[src/inc/sbr_pkg.sv]
// Constants and types for the serial byte receiver
package sbr_pkg;
    // ----------------------------------------
    // Frame format
    // ----------------------------------------
    localparam int unsigned SBR_DATA_BITS = 8;
    localparam logic [3:0] SBR_BIT_CNT_LOAD = 4'h8;
    localparam int unsigned SBR_MSB_POS = 7;

    // ----------------------------------------
    // Timing
    // ----------------------------------------
    localparam int unsigned SBR_CLK_HZ = 50000000;
    localparam int unsigned SBR_CLKS_PER_INSTR = 4;
    localparam int unsigned SBR_INSTR_PER_UNIT = 4;
    localparam int unsigned SBR_OVERHEAD_INSTR = 8;
    localparam int unsigned SBR_BIT_K_DEFAULT = 206;
    localparam logic [7:0] SBR_BYTE_RESET = 8'h00;

    // ----------------------------------------
    // Receiver states
    // ----------------------------------------
    typedef enum logic [1:0] {
        SBR_IDLE  = 2'b00,
        SBR_START = 2'b01,
        SBR_DATA  = 2'b11,
        SBR_STOP  = 2'b10
    } sbr_state_e;
endpackage : sbr_pkg

[src/rtl/sbr_delay.sv]
// Bit-time delay generator built from instruction-cycle counts
`timescale 1ns/1ns
`default_nettype none
module sbr_delay
    import sbr_pkg::*;
#(
    parameter int unsigned CW = 20
) (
    input  wire logic          i_clk,
    input  wire logic          i_rst,
    input  wire logic          i_start,
    input  wire logic [7:0]    i_units,
    output logic               o_done
);
    // ----------------------------------------
    // Cycle counter
    // ----------------------------------------
    if (CW < 16) begin : g_bad_cw
        $error("sbr_delay: CW too small");
    end

    logic [CW-1:0] cnt_q;
    logic          busy_q;
    logic [CW-1:0] load_w;

    // Clocks = 4 clocks/instr * (4 instr per unit * units + 8 overhead)
    assign load_w = CW'((SBR_INSTR_PER_UNIT * i_units + SBR_OVERHEAD_INSTR)
                        * SBR_CLKS_PER_INSTR); // see R12

    // Count down; done pulses on the final cycle of the delay
    always_ff @(posedge i_clk) begin
        if (i_rst) begin
            cnt_q  <= '0;
            busy_q <= 1'b0;
        end else if (i_start) begin
            cnt_q  <= load_w - CW'(1);
            busy_q <= 1'b1;
        end else if (busy_q) begin
            if (cnt_q == '0) begin
                busy_q <= 1'b0;
            end else begin
                cnt_q <= cnt_q - CW'(1);
            end
        end
    end

    assign o_done = busy_q && (cnt_q == '0);
endmodule : sbr_delay
`default_nettype wire

[src/rtl/sbr_rx.sv]
// Serial byte receiver: start detect, mid-bit sampling, byte output
//
// Behaviour
// Frame: start, eight data, one stop
// Idle waits only for start level
// Recheck start half bit later, else idle
// Data sampled mid-slot from verified start
// Wait full bit, sample, shift in
// Bit counter loads 8, decrements, ends zero
// Clear byte register before first bit
// New bit enters bit 7, shifts down
// Wait one more bit to mid-stop
// Deliver byte to port, rearm
// No handshake lines used
// Bit time: 4 instr per unit plus 8
// Half bit uses constant divided by two
// Instruction cycle is four clocks
// Polarity option inverts all sampling
// Tolerate stop stretched beyond one bit
// Stop level not checked, byte delivered
// Reset enters idle, output driven
`timescale 1ns/1ns
`default_nettype none
module sbr_rx
    import sbr_pkg::*;
#(
    parameter int unsigned BIT_K = SBR_BIT_K_DEFAULT
) (
    input  wire logic          i_clk,
    input  wire logic          i_rst,
    input  wire logic          i_rx_pin,
    input  wire logic          i_direct_line,
    output logic [7:0]         o_led_output_port,
    output logic               o_byte_valid
);
    // ----------------------------------------
    // Parameter checks
    // ----------------------------------------
    // The constant is loaded into an eight-bit count, and a constant of one
    // would halve to zero and leave the start check with overhead only
    if (BIT_K < 2 || BIT_K > 255) begin : g_bad_bit_k
        $error("sbr_rx: BIT_K out of range");
    end
    if (SBR_DATA_BITS != 8) begin : g_bad_width
        $error("sbr_rx: byte path is eight bits wide");
    end

    localparam logic [7:0] BIT_UNITS  = 8'(BIT_K);
    localparam logic [7:0] HALF_UNITS = 8'(BIT_K / 2);

    // ----------------------------------------
    // Line level and state
    // ----------------------------------------
    // Through the line receiver the pin idles high and a start pulls it low;
    // the direct resistor feed skips that inversion, so every level flips.
    logic       data_lvl;
    assign data_lvl   = i_direct_line ? ~i_rx_pin : i_rx_pin;

    sbr_state_e state_q;
    logic [3:0] bits_q;
    logic [7:0] shift_q;
    logic [7:0] out_q;
    logic       valid_q;
    logic       dly_start;
    logic [7:0] dly_units;
    logic       dly_done;

    // Inverted view: start bit is a logic 0 on the data level
    logic start_lvl;
    assign start_lvl = ~data_lvl;

    // ----------------------------------------
    // Delay generator
    // ----------------------------------------
    sbr_delay #(
        .CW (20)
    ) u_delay (
        .i_clk   (i_clk),
        .i_rst   (i_rst),
        .i_start (dly_start),
        .i_units (dly_units),
        .o_done  (dly_done)
    );

    // Launch a delay on entering start check or after a verified start or data sample point
    // Each launch but the one from idle lands on the done edge itself, so the bit grid never drifts
    always_comb begin
        dly_start = 1'b0;
        dly_units = BIT_UNITS;
        case (state_q)
            SBR_IDLE: begin
                dly_start = start_lvl;
                dly_units = HALF_UNITS;
            end
            SBR_START: begin
                dly_start = dly_done && start_lvl;
            end
            SBR_DATA: begin
                dly_start = dly_done;     // see R4
            end
            default: begin
                dly_start = 1'b0;
            end
        endcase
    end

    // ----------------------------------------
    // Frame sequencer
    // ----------------------------------------
    // Stop level is never looked at, so a stretched stop just idles on.
    // A start level still showing after the stop sample opens a new start check.
    always_ff @(posedge i_clk) begin
        if (i_rst) begin
            state_q <= SBR_IDLE;
        end else begin
            case (state_q)
                SBR_IDLE: begin
                    if (start_lvl) state_q <= SBR_START;
                end
                SBR_START: begin
                    if (dly_done) begin
                        state_q <= start_lvl ? SBR_DATA : SBR_IDLE;
                    end
                end
                SBR_DATA: begin
                    if (dly_done && bits_q == 4'h1) state_q <= SBR_STOP;
                end
                SBR_STOP: begin
                    if (dly_done) state_q <= SBR_IDLE; // see R9 see R10
                end
                default: begin
                    state_q <= SBR_IDLE;
                end
            endcase
        end
    end

    // Bit counter: loaded at verified start, counted per sample
    // Four bits so that the load value of eight fits
    always_ff @(posedge i_clk) begin
        if (i_rst) begin
            bits_q <= 4'h0;
        end else if (state_q == SBR_START && dly_done && start_lvl) begin
            bits_q <= SBR_BIT_CNT_LOAD;
        end else if (state_q == SBR_DATA && dly_done) begin
            bits_q <= bits_q - 4'h1;
        end
    end

    // Byte register: cleared at start, shifted in from the top
    // A rejected start leaves the register untouched
    always_ff @(posedge i_clk) begin
        if (i_rst) begin
            shift_q <= SBR_BYTE_RESET;
        end else if (state_q == SBR_START && dly_done && start_lvl) begin
            shift_q <= SBR_BYTE_RESET;
        end else if (state_q == SBR_DATA && dly_done) begin
            shift_q <= {data_lvl, shift_q[SBR_MSB_POS:1]}; // see R8
        end
    end

    // Output port holds the last byte; stop level ignored
    // No framing flag exists, so a noisy stop still hands over its byte
    always_ff @(posedge i_clk) begin
        if (i_rst) begin
            out_q   <= SBR_BYTE_RESET;
            valid_q <= 1'b0;
        end else begin
            valid_q <= 1'b0;
            if (state_q == SBR_STOP && dly_done) begin
                out_q   <= shift_q; // see R10
                valid_q <= 1'b1;
            end
        end
    end

    // No handshake pins exist on this block
    assign o_led_output_port = out_q;
    assign o_byte_valid      = valid_q;

    // ----------------------------------------
    // Assertions
    // ----------------------------------------
    // Expected delay lengths in clocks, worked out apart from the counter
    localparam int BIT_CLKS  = (SBR_INSTR_PER_UNIT * BIT_K + SBR_OVERHEAD_INSTR)
                               * SBR_CLKS_PER_INSTR;
    localparam int HALF_CLKS = (SBR_INSTR_PER_UNIT * (BIT_K / 2) + SBR_OVERHEAD_INSTR)
                               * SBR_CLKS_PER_INSTR;

    // Helper: clocks since the last delay launch. The bit time is thousands
    // of clocks at the default constant, too long for a delay range, so the
    // length is checked against this count instead. Saturates while idle.
    logic [15:0] gap_q;
    always_ff @(posedge i_clk) begin
        if (i_rst || dly_start) begin
            gap_q <= 16'h0000;
        end else if (gap_q != 16'hffff) begin
            gap_q <= gap_q + 16'h0001;
        end
    end

    chk_half_wait: assert property (@(posedge i_clk) disable iff (i_rst)
        (state_q == SBR_IDLE && start_lvl) |=> (state_q == SBR_START)[*8])
        else $error("start check left too early");

    chk_false_start: assert property (@(posedge i_clk) disable iff (i_rst)
        (state_q == SBR_START && dly_done && !start_lvl) |=> state_q == SBR_IDLE)
        else $error("false start not rejected");

    chk_count_load: assert property (@(posedge i_clk) disable iff (i_rst)
        (state_q == SBR_START && dly_done && start_lvl) |=> bits_q == 4'h8)
        else $error("bit counter not loaded with eight");

    chk_byte_clear: assert property (@(posedge i_clk) disable iff (i_rst)
        (state_q == SBR_START && dly_done && start_lvl) |=> shift_q == 8'h00)
        else $error("byte register not cleared");

    chk_shift_top: assert property (@(posedge i_clk) disable iff (i_rst)
        (state_q == SBR_DATA && dly_done) |=>
            shift_q == {$past(data_lvl), $past(shift_q[7:1])})
        else $error("bit not shifted into top");

    chk_stop_deliver: assert property (@(posedge i_clk) disable iff (i_rst)
        (state_q == SBR_STOP && dly_done) |=>
            (o_byte_valid && o_led_output_port == $past(shift_q) && state_q == SBR_IDLE))
        else $error("byte not delivered at stop");

    chk_data_count: assert property (@(posedge i_clk) disable iff (i_rst)
        (state_q == SBR_DATA) |-> bits_q != 4'h0)
        else $error("data state with empty counter");

    chk_valid_pulse: assert property (@(posedge i_clk) disable iff (i_rst)
        o_byte_valid |=> !o_byte_valid)
        else $error("valid longer than one cycle");

    chk_bit_timing: assert property (@(posedge i_clk) disable iff (i_rst)
        dly_done |-> gap_q == (state_q == SBR_START ? 16'(HALF_CLKS - 1)
                                                    : 16'(BIT_CLKS - 1)))
        else $error("bit delay of wrong length");

    // Idle does nothing until the start level shows
    chk_idle_quiet: assert property (@(posedge i_clk) disable iff (i_rst)
        (state_q == SBR_IDLE && !start_lvl) |=> state_q == SBR_IDLE)
        else $error("idle left without a start level");

    // The start check is timed by the halved constant
    chk_half_units: assert property (@(posedge i_clk) disable iff (i_rst)
        (state_q == SBR_IDLE && start_lvl) |-> (dly_start && dly_units == HALF_UNITS))
        else $error("start check not timed by half constant");

    // The line is ignored between sample points
    chk_start_hold: assert property (@(posedge i_clk) disable iff (i_rst)
        (state_q == SBR_START && !dly_done) |=> state_q == SBR_START)
        else $error("start check ended before its delay");

    // Verified start moves on to data
    chk_start_enter: assert property (@(posedge i_clk) disable iff (i_rst)
        (state_q == SBR_START && dly_done && start_lvl) |=> state_q == SBR_DATA)
        else $error("verified start not followed by data");

    // Bits are only taken at sample points
    chk_data_stay: assert property (@(posedge i_clk) disable iff (i_rst)
        (state_q == SBR_DATA && !dly_done) |=> (state_q == SBR_DATA && $stable(shift_q)))
        else $error("byte moved between sample points");

    // Every data and stop wait is one full bit
    chk_bit_units: assert property (@(posedge i_clk) disable iff (i_rst)
        (state_q == SBR_DATA && dly_done) |-> (dly_start && dly_units == BIT_UNITS))
        else $error("next bit not timed by full constant");

    // Counter walks eight down to one, then the stop wait follows
    chk_count_step: assert property (@(posedge i_clk) disable iff (i_rst)
        (state_q == SBR_DATA && dly_done) |=> bits_q == $past(bits_q) - 4'h1)
        else $error("bit counter did not step down");

    chk_stop_wait: assert property (@(posedge i_clk) disable iff (i_rst)
        (state_q == SBR_DATA && dly_done && bits_q == 4'h1) |=> state_q == SBR_STOP)
        else $error("eighth bit not followed by stop wait");

    // Port only moves together with the valid pulse
    chk_port_hold: assert property (@(posedge i_clk) disable iff (i_rst)
        !o_byte_valid |-> $stable(o_led_output_port))
        else $error("port changed without a delivery");

    // No disable here: this one watches the reset itself
    chk_reset_idle: assert property (@(posedge i_clk)
        i_rst |=> (state_q == SBR_IDLE && !o_byte_valid
                   && o_led_output_port == SBR_BYTE_RESET))
        else $error("reset did not reach idle");

    // ----------------------------------------
    // Covers
    // ----------------------------------------
    cov_false_start: cover property (@(posedge i_clk) disable iff (i_rst)
        state_q == SBR_START && dly_done && !start_lvl);
    cov_byte_out: cover property (@(posedge i_clk) disable iff (i_rst) o_byte_valid);
    cov_direct_byte: cover property (@(posedge i_clk) disable iff (i_rst)
        o_byte_valid && i_direct_line);
    // A broken stop that still delivers, and a line idle at mark one clock after the stop sample
    cov_bad_stop: cover property (@(posedge i_clk) disable iff (i_rst)
        state_q == SBR_STOP && dly_done && start_lvl);
    cov_long_stop: cover property (@(posedge i_clk) disable iff (i_rst)
        state_q == SBR_IDLE && !start_lvl && gap_q == 16'(BIT_CLKS));
endmodule : sbr_rx
`default_nettype wire

[config.mk]
export PLATFORM = sky130hd
export DESIGN_NAME = sbr_rx
export DESIGN_NICKNAME = d
export VERILOG_FILES = /design/src/inc/sbr_pkg.sv /design/src/rtl/sbr_delay.sv /design/src/rtl/sbr_rx.sv
export SDC_FILE = /design/constraint.sdc
export NUM_CORES = 1
export LEC_CHECK = 0
export BUFFER_PORTS_ARGS = -buffer_cell sky130_fd_sc_hd__buf_2
export CORE_ASPECT_RATIO = 0.6
export CORE_MARGIN = 1.5
export CORE_UTILIZATION = 26
export CTS_BUF_LIST = sky130_fd_sc_hd__clkbuf_16
export CTS_CLUSTER_DIAMETER = 150
export DETAILED_ROUTE_END_ITERATION = 16
export MAX_ROUTING_LAYER = met4
export SLEW_MARGIN = 20
export SYNTH_ARGS = -nofsm -noshare
export SYNTH_HDL_FRONTEND = slang
export SYNTH_HIERARCHICAL = 1
export SYNTH_SLANG_ARGS = --single-unit
[constraint.sdc]
create_clock -name i_clk -period 3.4 [get_ports i_clk]
set_input_delay 0.34 -clock i_clk [delete_from_list [all_inputs] [get_ports i_clk]]
set_output_delay 0.34 -clock i_clk [all_outputs]
set_load 0.02 [all_outputs]
==> results of run 1 <==
[worst min-delay path: stages]
cell and delay, ns:
buf_2 0.10, xnor2_2 0.12, nand2_1 0.09, a21oi_1 0.05
[logic make-up (layout without fill, tap and decap cells)]
| logic type | after synthesis | in the layout | share of synthesized area |
|---|---|---|---|
| compound gates | 63 | 63 | 0.187 |
| xor+xnor | 22 | 22 | 0.0843 |
| fa+ha+maj | 7 | 7 | 0.0355 |
| buf+inv | 27 | 36 | 0.0497 |
| flops | 44 | 44 | 0.357 |
| mux | 9 | 9 | 0.0365 |
| other cells | 2 | 16 | 0.00305 |
| simple gates | 110 | 110 | 0.247 |
[metrics by stage]
stage	cell area [um2]	total power, mW	cells	hold WS (ns)	setup slack [ns]
global placement	2690	0.877	429	0.449	0.594
CTS	2860	1.44	437	0.452	0.512
global route	2860	1.51	437	0.480	0.237
finish	2860	1.44	437	0.450	0.461
floorplan	2520	0.821	298	0.419	0.698
detailed placement	2690	0.878	429	0.460	0.541
[cells in the final DEF, fill, tap and decap left out, types with 3 or more instances in the layout]
cell / n
conb_1: 16
nor3_1: 9
xor2_1: 6
nor2_1: 31
nand2_1: 27
o21a_1: 4
buf_2: 12
nor4_1: 4
and3_1: 6
mux2i_1: 9
dfxtp_1: 44
inv_1: 13
clkbuf_16: 5
a21oi_1: 18
ha_1: 7
nor3_2: 4
nand4_1: 3
buf_4: 3
nand3_1: 7
o21ai_0: 6
a21o_1: 3
nand3b_1: 3
a211oi_1: 7
xnor2_1: 14
[how the worst max path moves through the flow]
stage / end / cells past startpoint
2_1_floorplan: u_delay/cnt_q[11]$_SDFFE_PP0P_ / 12
3_3_place_gp: u_delay/cnt_q[15]$_SDFFE_PP0P_ / 12
3_5_place_dp: u_delay/cnt_q[15]$_SDFFE_PP0P_ / 13
4_1_cts: u_delay/cnt_q[15]$_SDFFE_PP0P_ / 12
5_1_grt: u_delay/cnt_q[15]$_SDFFE_PP0P_ / 12
6_report: u_delay/cnt_q[15]$_SDFFE_PP0P_ / 12
[where the power goes]
part	leakage [nW]	total, mW	internal [mW]	switching [mW]
Clock	0.0840	0.561	0.349	0.212
Sequential	0.358	0.590	0.545	0.0445
Combinational	0.674	0.285	0.110	0.175
Total	1.12	1.44	1.00	0.431
[registers in the layout, indices dropped and copies added (netlist names)]
signal	cells
bits_q	4
state_q	2
shift_q	8
u_delay/cnt_q	20
o_led_output_port	8
u_delay/busy_q	1
o_byte_valid	1
[area by class of cell]
| cell class | count | area (um2) | share of cell area |
|---|---|---|---|
| multi-input cells | 227 | 1510 | 0.529 |
| flip-flops and latches | 44 | 881 | 0.308 |
| well taps | 130 | 163 | 0.0568 |
| clock buffers | 5 | 125 | 0.0437 |
| repair buffers | 15 | 82.6 | 0.0289 |
| inverters | 13 | 48.8 | 0.0171 |
| clock inverters | 3 | 47.5 | 0.0166 |
[metal layers]
layer | vias to the layer above | GRT usage | part of all wire
li1 | 1038 | - | -
met1 | 892 | 0.189 | 0.58
met2 | 54 | 0.140 | 0.34
met3 | 7 | 0.0429 | 0.070
met4 | 0 | 0.0371 | 0.013
met5 | - | - | 0
==> flow_summary.ini, run 1 <==
[die]
num_io_pins = 13
die_w_um = 129
die_area_mm2 = 0.0101
initial_core_util = 0.268
rows = 27
core-area_mm2 = 0.00919
die_h_um = 78.4

[yosys]
yosysWarnings = 6
synth_cell_type_count = 61
avgSynthCellArea_um2 = 8.68
synthCells = 284
async_flop_share = 0
synth_area_leaders = dfxtp_1 (36%), xnor2_1 (5.0%), nor2_1 (4.7%), nand2_1 (4.1%), a21oi_1 (3.7%)
post-synth-top-area-cell = dfxtp_1
synth_common_cells = dfxtp_1 (44), nor2_1 (31), nand2_1 (27)
synth-seq-cells = 44
yosysMostFrequentCell = dfxtp_1
yosysTopAreaCellShare = 0.357
synthesis.area_mm2 = 0.00246
ys_seq_area_frac = 0.357
synth-edff-count = 0
synthFlopType = dfxtp_1

[sta]
setup_violations = 0
fmax_ghz = 0.340
final_max_slew_viol_count = 0
worstMarginPinSlew_ns = 0.617
fin_crit_sh = 0.864
period_minus_slack_ns = 2.94
rsz0062_at_grt = false
fin_setup_tns_ns = 0
finalHoldViolCount = 0
max_slew_margin = 0.589
skew_ns = 0.00749

[critical_path]
worstSetupStartpointType = flop
crit_slowest_cell = or4_4
crit_type = reg -> reg
worst_ep_arrival_time_ns = 3.17
cp_max_fo = 14
crit_path_end_kind = flop
cp_num_buf_inv = 2
r2r_start = u_delay/cnt_q[5]$_SDFFE_PP0P_
r2r_cells = 12
slowest_delay_ns = 0.58
crit_start = u_delay/cnt_q[5]$_SDFFE_PP0P_
cp_cell_sequence = or4_4 > nor3_2 > and3_1 > nand2_1 > nor2_1 > buf_4 > nand2_1 > a21oi_1 > inv_1 > a21o_1 > a21oi_1 > a31o_1
r2r_end = u_delay/cnt_q[15]$_SDFFE_PP0P_
r2r_setup_slack_ns = 0.46
worstPathRequired_ns = 3.63
crit_family = simple AND/OR/NAND/NOR gates

[cts]
numCtsBuffers = 5
cts_max_level = 2
postCtsSetupBuffers = 0
hold_buffers = 0
cts_tree = yes
clkTransAtPathRegs_ns = 0.06
cts_root_buf = clkbuf_16
cts_sinks = 44
cts_buffer_depth = 2
cts_resized = 0
clock_latency_ns = 0.29

[grt]
antenna_found_initial = 0
grt_max_degree = 31
grt_overflow_total = 0
grt_usage = 0.122
grt_pass1_wl_mm = 9.31
grt_pass1_vias = 1801

[placement]
gp_congestion = 0.818
dp_hpwl_mm = 3.94
numPortBuffers = 12

[power]
powerDensity_mw_per_mm2 = 502
ir_drop_mv = 0.218
static-leakage-power_nw = 1.12

[worst_hold_path]
whs_endpoint = state_q[0]$_SDFFE_PP0P_
whs_path_depth = 4
hold_start = i_rx_pin
hp-class = in -> reg

[drt]
detail-route-antenna-nets = 0
drt-total-wl_mm = 5.41
vias_per_cell = 4.56
drtIter0Drc = 148
dr.pass1.iters = 4
vias = 1991
drc_errors = 0
wire_per_inst_um = 12.4

[flow_run]
max_cap_viol_count = 0

[run_status]
status = complete, no violations

[layout]
area_delta_synth_final_pct = 16.1
num_antenna_cells = 0
drive_above_1_share = 0.137
fin_nets = 317
final_util = 0.311
fill_cells = 1018
(Power assumes the default switching activity.)
==> inputs of run 2 (changes only) <==
--- a/config.mk
+++ b/config.mk
@@ -13,6 +13,7 @@
 export CTS_CLUSTER_DIAMETER = 150
 export DETAILED_ROUTE_END_ITERATION = 16
 export MAX_ROUTING_LAYER = met4
+export RECOVER_POWER = 50
 export SLEW_MARGIN = 20
 export SYNTH_ARGS = -nofsm -noshare
 export SYNTH_HDL_FRONTEND = slang
==> flow_summary.ini, run 2 (synthesis results as in run 1) <==
[die]
core-area_mm2 = 0.00919
die_h_um = 78.4
num_io_pins = 13
die_w_um = 129
rows = 27
initial_core_util = 0.268
die_area_mm2 = 0.0101

[power]
fin_total_pwr_mw = 1.43
static-leakage-power_nw = 1.08
ir_drop_mv = 0.218
powerDensity_mw_per_mm2 = 503

[placement]
placed_area_mm2 = 0.00269
dp_hpwl_mm = 3.94
post-place-ws_ns = 0.541
numPortBuffers = 12
gp_congestion = 0.818
place_inst = 429

[layout]
drive_above_1_share = 0.104
fin_nets = 317
final_util = 0.310
final_area_mm2 = 0.00285
area_delta_synth_final_pct = 15.5
largest_reg_flops = 20
largest-register = u_delay/cnt_q
num_antenna_cells = 0
fill_cells = 1024
final_common_cell = dfxtp_1
mostFrequentLayoutCells = dfxtp_1 (44), nor2_1 (31), nand2_1 (27), a21oi_1 (18), conb_1 (16)
instances_no_fill = 437

[drt]
top_layer_used = met4
vias = 1998
route.met2.wl_mm = 1.83
vias_per_cell = 4.57
drc_errors = 0
wire_per_inst_um = 12.4
met3_length_um = 421
drtIter0Drc = 143
drt-total-wl_mm = 5.41
drt-met1-wl_mm = 3.08
dr.pass1.iters = 4
detail-route-antenna-nets = 0

[critical_path]
r2r_end = u_delay/cnt_q[15]$_SDFFE_PP0P_
worst_ep_arrival_time_ns = 3.20
cp_cell_sequence = or4_1 > nor3_2 > and3_1 > nand2_1 > nor2_1 > buf_4 > nand2_1 > a21oi_1 > inv_1 > a21o_1 > a21oi_1 > a31o_1
r2r_setup_slack_ns = 0.43
crit_type = reg -> reg
worstSetupStartpointType = flop
crit_path_end_kind = flop
r2r_cells = 12
r2r_start = u_delay/cnt_q[5]$_SDFFE_PP0P_
cp_max_fo = 14
slowest_delay_ns = 0.61
worstPathRequired_ns = 3.63
crit_slowest_cell = or4_1

[sta]
max_slew_margin = 0.586
setup_slack_ns = 0.433
worstMarginPinSlew_ns = 0.621
fin_crit_sh = 0.873
final_max_slew_viol_count = 0
rsz0062_at_grt = false
finalHoldWorstSlack_ns = 0.449
period_minus_slack_ns = 2.97
setup_violations = 0
fmax_ghz = 0.337
fin_setup_tns_ns = 0
skew_ns = 0.00822
finalHoldViolCount = 0

[cts]
cts_max_level = 2
cts_resized = 0
cts_sinks = 44
cts_root_buf = clkbuf_16
cts_buffer_depth = 2
clock_latency_ns = 0.29
numCtsBuffers = 5
cts_tree = yes
clkTransAtPathRegs_ns = 0.06
postCtsSetupBuffers = 0
hold_buffers = 0

[worst_hold_path]
hold_start = i_rx_pin
hp-class = in -> reg
whs_path_depth = 4
whs_endpoint = state_q[0]$_SDFFE_PP0P_

[grt]
grt_overflow_total = 0
grt_pass1_wl_mm = 9.31
grt_usage = 0.122
grt_max_degree = 31
grt_pass1_vias = 1801
antenna_found_initial = 0

[flow_run]
max_cap_viol_count = 0

[run_status]
status = complete, no violations
-- run 2: worst max path at each step --
stage	startpoint	to	slack [ns]	cells past startpoint
6_report	u_delay/cnt_q[5]$_SDFFE_PP0P_	u_delay/cnt_q[15]$_SDFFE_PP0P_	0.43	12
5_1_grt	u_delay/cnt_q[5]$_SDFFE_PP0P_	u_delay/cnt_q[15]$_SDFFE_PP0P_	0.19	12
4_1_cts	u_delay/cnt_q[5]$_SDFFE_PP0P_	u_delay/cnt_q[15]$_SDFFE_PP0P_	0.51	12
3_5_place_dp	u_delay/cnt_q[5]$_SDFFE_PP0P_	u_delay/cnt_q[15]$_SDFFE_PP0P_	0.54	13
3_3_place_gp	u_delay/cnt_q[5]$_SDFFE_PP0P_	u_delay/cnt_q[15]$_SDFFE_PP0P_	0.59	12
2_1_floorplan	u_delay/cnt_q[5]$_SDFFE_PP0P_	u_delay/cnt_q[11]$_SDFFE_PP0P_	0.70	12
-- run 2: critical path, delay by kind of cell, from the launching register on --
family,cells,cell delay (ns)
flip-flops,1,0.38
AND/OR/NAND/NOR,6,1.32
AO/OA/AOI/OAI,4,0.76
buffers and inverters,2,0.45
-- run 2: report_power, final --
group | switching [mW] | internal [mW]
Clock | 0.213 | 0.349
Sequential | 0.0436 | 0.545
Combinational | 0.174 | 0.107
Total | 0.431 | 1.00
-- run 2: routing by layer --
| metal | up-vias | track usage |
|---|---|---|
| li1 | 1039 | - |
| met2 | 64 | 0.140 |
| met5 | - | - |
| met3 | 7 | 0.0429 |
| met4 | 0 | 0.0371 |
| met1 | 888 | 0.189 |
-- run 2: final cells by class --
cell class,instances,area (um2),share of cell area
clock buffers,5,125,0.0440
multi-input cells,227,1510,0.531
well taps,130,163,0.0571
repair buffers,15,71.3,0.0251
flip-flops and latches,44,881,0.309
clock inverters,3,47.5,0.0167
inverters,13,48.8,0.0171
==> inputs of run 3 (changes only) <==
--- a/config.mk
+++ b/config.mk
@@ -12,7 +12,6 @@
 export CTS_BUF_LIST = sky130_fd_sc_hd__clkbuf_16
 export CTS_CLUSTER_DIAMETER = 150
 export DETAILED_ROUTE_END_ITERATION = 16
-export MAX_ROUTING_LAYER = met4
 export RECOVER_POWER = 50
 export SLEW_MARGIN = 20
 export SYNTH_ARGS = -nofsm -noshare
==> constraint.sdc (replaced) <==
create_clock -name i_clk -period 3.4 [get_ports i_clk]
set_input_delay 0.68 -clock i_clk [delete_from_list [all_inputs] [get_ports i_clk]]
set_output_delay 0.68 -clock i_clk [all_outputs]
set_load 0.02 [all_outputs]
==> flow_summary.ini, run 3 (synthesis results as in run 1) <==
[placement]
dp_hpwl_mm = 3.94
gp_congestion = 0.806
numPortBuffers = 12
place_inst = 429
placed_area_mm2 = 0.00269

[grt]
grt_max_degree = 31
grt_usage = 0.119
grt_overflow_total = 0
grt_pass1_wl_mm = 9.29
grt_pass1_vias = 1805
antenna_found_initial = 0

[drt]
route.met2.wl_mm = 1.81
met3_length_um = 311
drc_errors = 0
detail-route-antenna-nets = 0
dr.pass1.iters = 4
vias = 1993
drt-total-wl_mm = 5.38
drtIter0Drc = 141
vias_per_cell = 4.56
drt-met1-wl_mm = 3.19
top_layer_used = met4
wire_per_inst_um = 12.3

[sta]
fmax_ghz = 0.337
fin_crit_sh = 0.872
rsz0062_at_grt = false
worstMarginPinSlew_ns = 0.611
final_max_slew_viol_count = 0
skew_ns = 0.00747
finalHoldViolCount = 0
setup_violations = 0
max_slew_margin = 0.593
fin_setup_tns_ns = 0
period_minus_slack_ns = 2.97

[power]
pwr-share-clk = 0.393
seqPwrFrac = 0.410
fin_total_pwr_mw = 1.43
static-leakage-power_nw = 1.08
cellInternalPower_mw = 1.00
powerDensity_mw_per_mm2 = 504
combPwrFrac = 0.197
ir_drop_mv = 0.219
p_sw_mw = 0.433
swShare = 0.302

[die]
die_h_um = 78.4
core-area_mm2 = 0.00919
initial_core_util = 0.268
die_area_mm2 = 0.0101
die_w_um = 129
rows = 27
num_io_pins = 13

[layout]
instances_no_fill = 437
final_util = 0.310
num_antenna_cells = 0
largest_reg_flops = 20
area_delta_synth_final_pct = 15.5
mostFrequentLayoutCells = dfxtp_1 (44), nor2_1 (31), nand2_1 (27), a21oi_1 (18), conb_1 (16)
final_common_cell = dfxtp_1
drive_above_1_share = 0.104
largest-register = u_delay/cnt_q
final_area_mm2 = 0.00285
fin_nets = 317

[cts]
cts_root_buf = clkbuf_16
numCtsBuffers = 5
postCtsSetupBuffers = 0
cts_tree = yes
cts_resized = 0
cts_sinks = 44
cts_max_level = 2
hold_buffers = 0
clkTransAtPathRegs_ns = 0.07
cts_buffer_depth = 2
clock_latency_ns = 0.29

[flow_run]
max_cap_viol_count = 0

[critical_path]
worstSetupStartpointType = flop
cp_max_fo = 14
crit_path_end_kind = flop
crit_type = reg -> reg
worst_ep_arrival_time_ns = 3.20
worstPathRequired_ns = 3.64

[worst_hold_path]
hp-class = reg -> reg

[run_status]
status = complete, no violations
## run 3: cell counts in the layout (fill, tap and decap cells not counted)
Identical to the previous run, type by type.
## run 3: per-stage QoR
| step | worst slack [ns] | hold WS, ns |
|---|---|---|
| floorplan | 0.698 | 0.434 |
| global placement | 0.594 | 0.449 |
| detailed placement | 0.541 | 0.460 |
| CTS | 0.512 | 0.469 |
| global route | 0.188 | 0.497 |
| finish | 0.434 | 0.472 |
## run 3: final timing paths
path / cells past startpoint / from / slack [ns] / end
hold / removal: 2 / shift_q[3]$_SDFFE_PP0P_ / 0.47 / shift_q[2]$_SDFFE_PP0P_
setup / recovery: 12 / u_delay/cnt_q[5]$_SDFFE_PP0P_ / 0.43 / u_delay/cnt_q[15]$_SDFFE_PP0P_
hold reg to reg: 2 / shift_q[3]$_SDFFE_PP0P_ / 0.47 / shift_q[2]$_SDFFE_PP0P_
setup reg to reg: 12 / u_delay/cnt_q[5]$_SDFFE_PP0P_ / 0.43 / u_delay/cnt_q[15]$_SDFFE_PP0P_
## run 3: final cells by class
class                   instances  area (um2)
clock buffers                   5         125
clock inverters                 3        47.5
fillers                      1024        6340
inverters                      13        48.8
multi-input cells             227        1510
flip-flops and latches         44         881
well taps                     130         163
repair buffers                 15        71.3
## run 3: power groups by stage
stage | sequential [mW] | combinational, mW | clock (mW)
2_1_floorplan | 0.587 | 0.233 | 0
3_3_place_gp | 0.599 | 0.279 | 0
3_5_place_dp | 0.599 | 0.279 | 0
4_1_cts | 0.588 | 0.281 | 0.576
5_1_grt | 0.593 | 0.315 | 0.602
6_report | 0.589 | 0.282 | 0.564
## run 3: routing by layer
layer / track usage / vias up
li1: - / 1040
met5: 0 / -
met2: 0.140 / 47
met1: 0.189 / 899
met3: 0.0429 / 7
met4: 0.0371 / 0
## run 3: critical path, stage by stage (launching register included)
cell	delay, ns
dfxtp_1	0.38
or4_1	0.61
nor3_2	0.15
and3_1	0.21
nand2_1	0.11
nor2_1	0.15
buf_4	0.20
nand2_1	0.08
a21oi_1	0.20
inv_1	0.25
a21o_1	0.31
a21oi_1	0.14
a31o_1	0.11
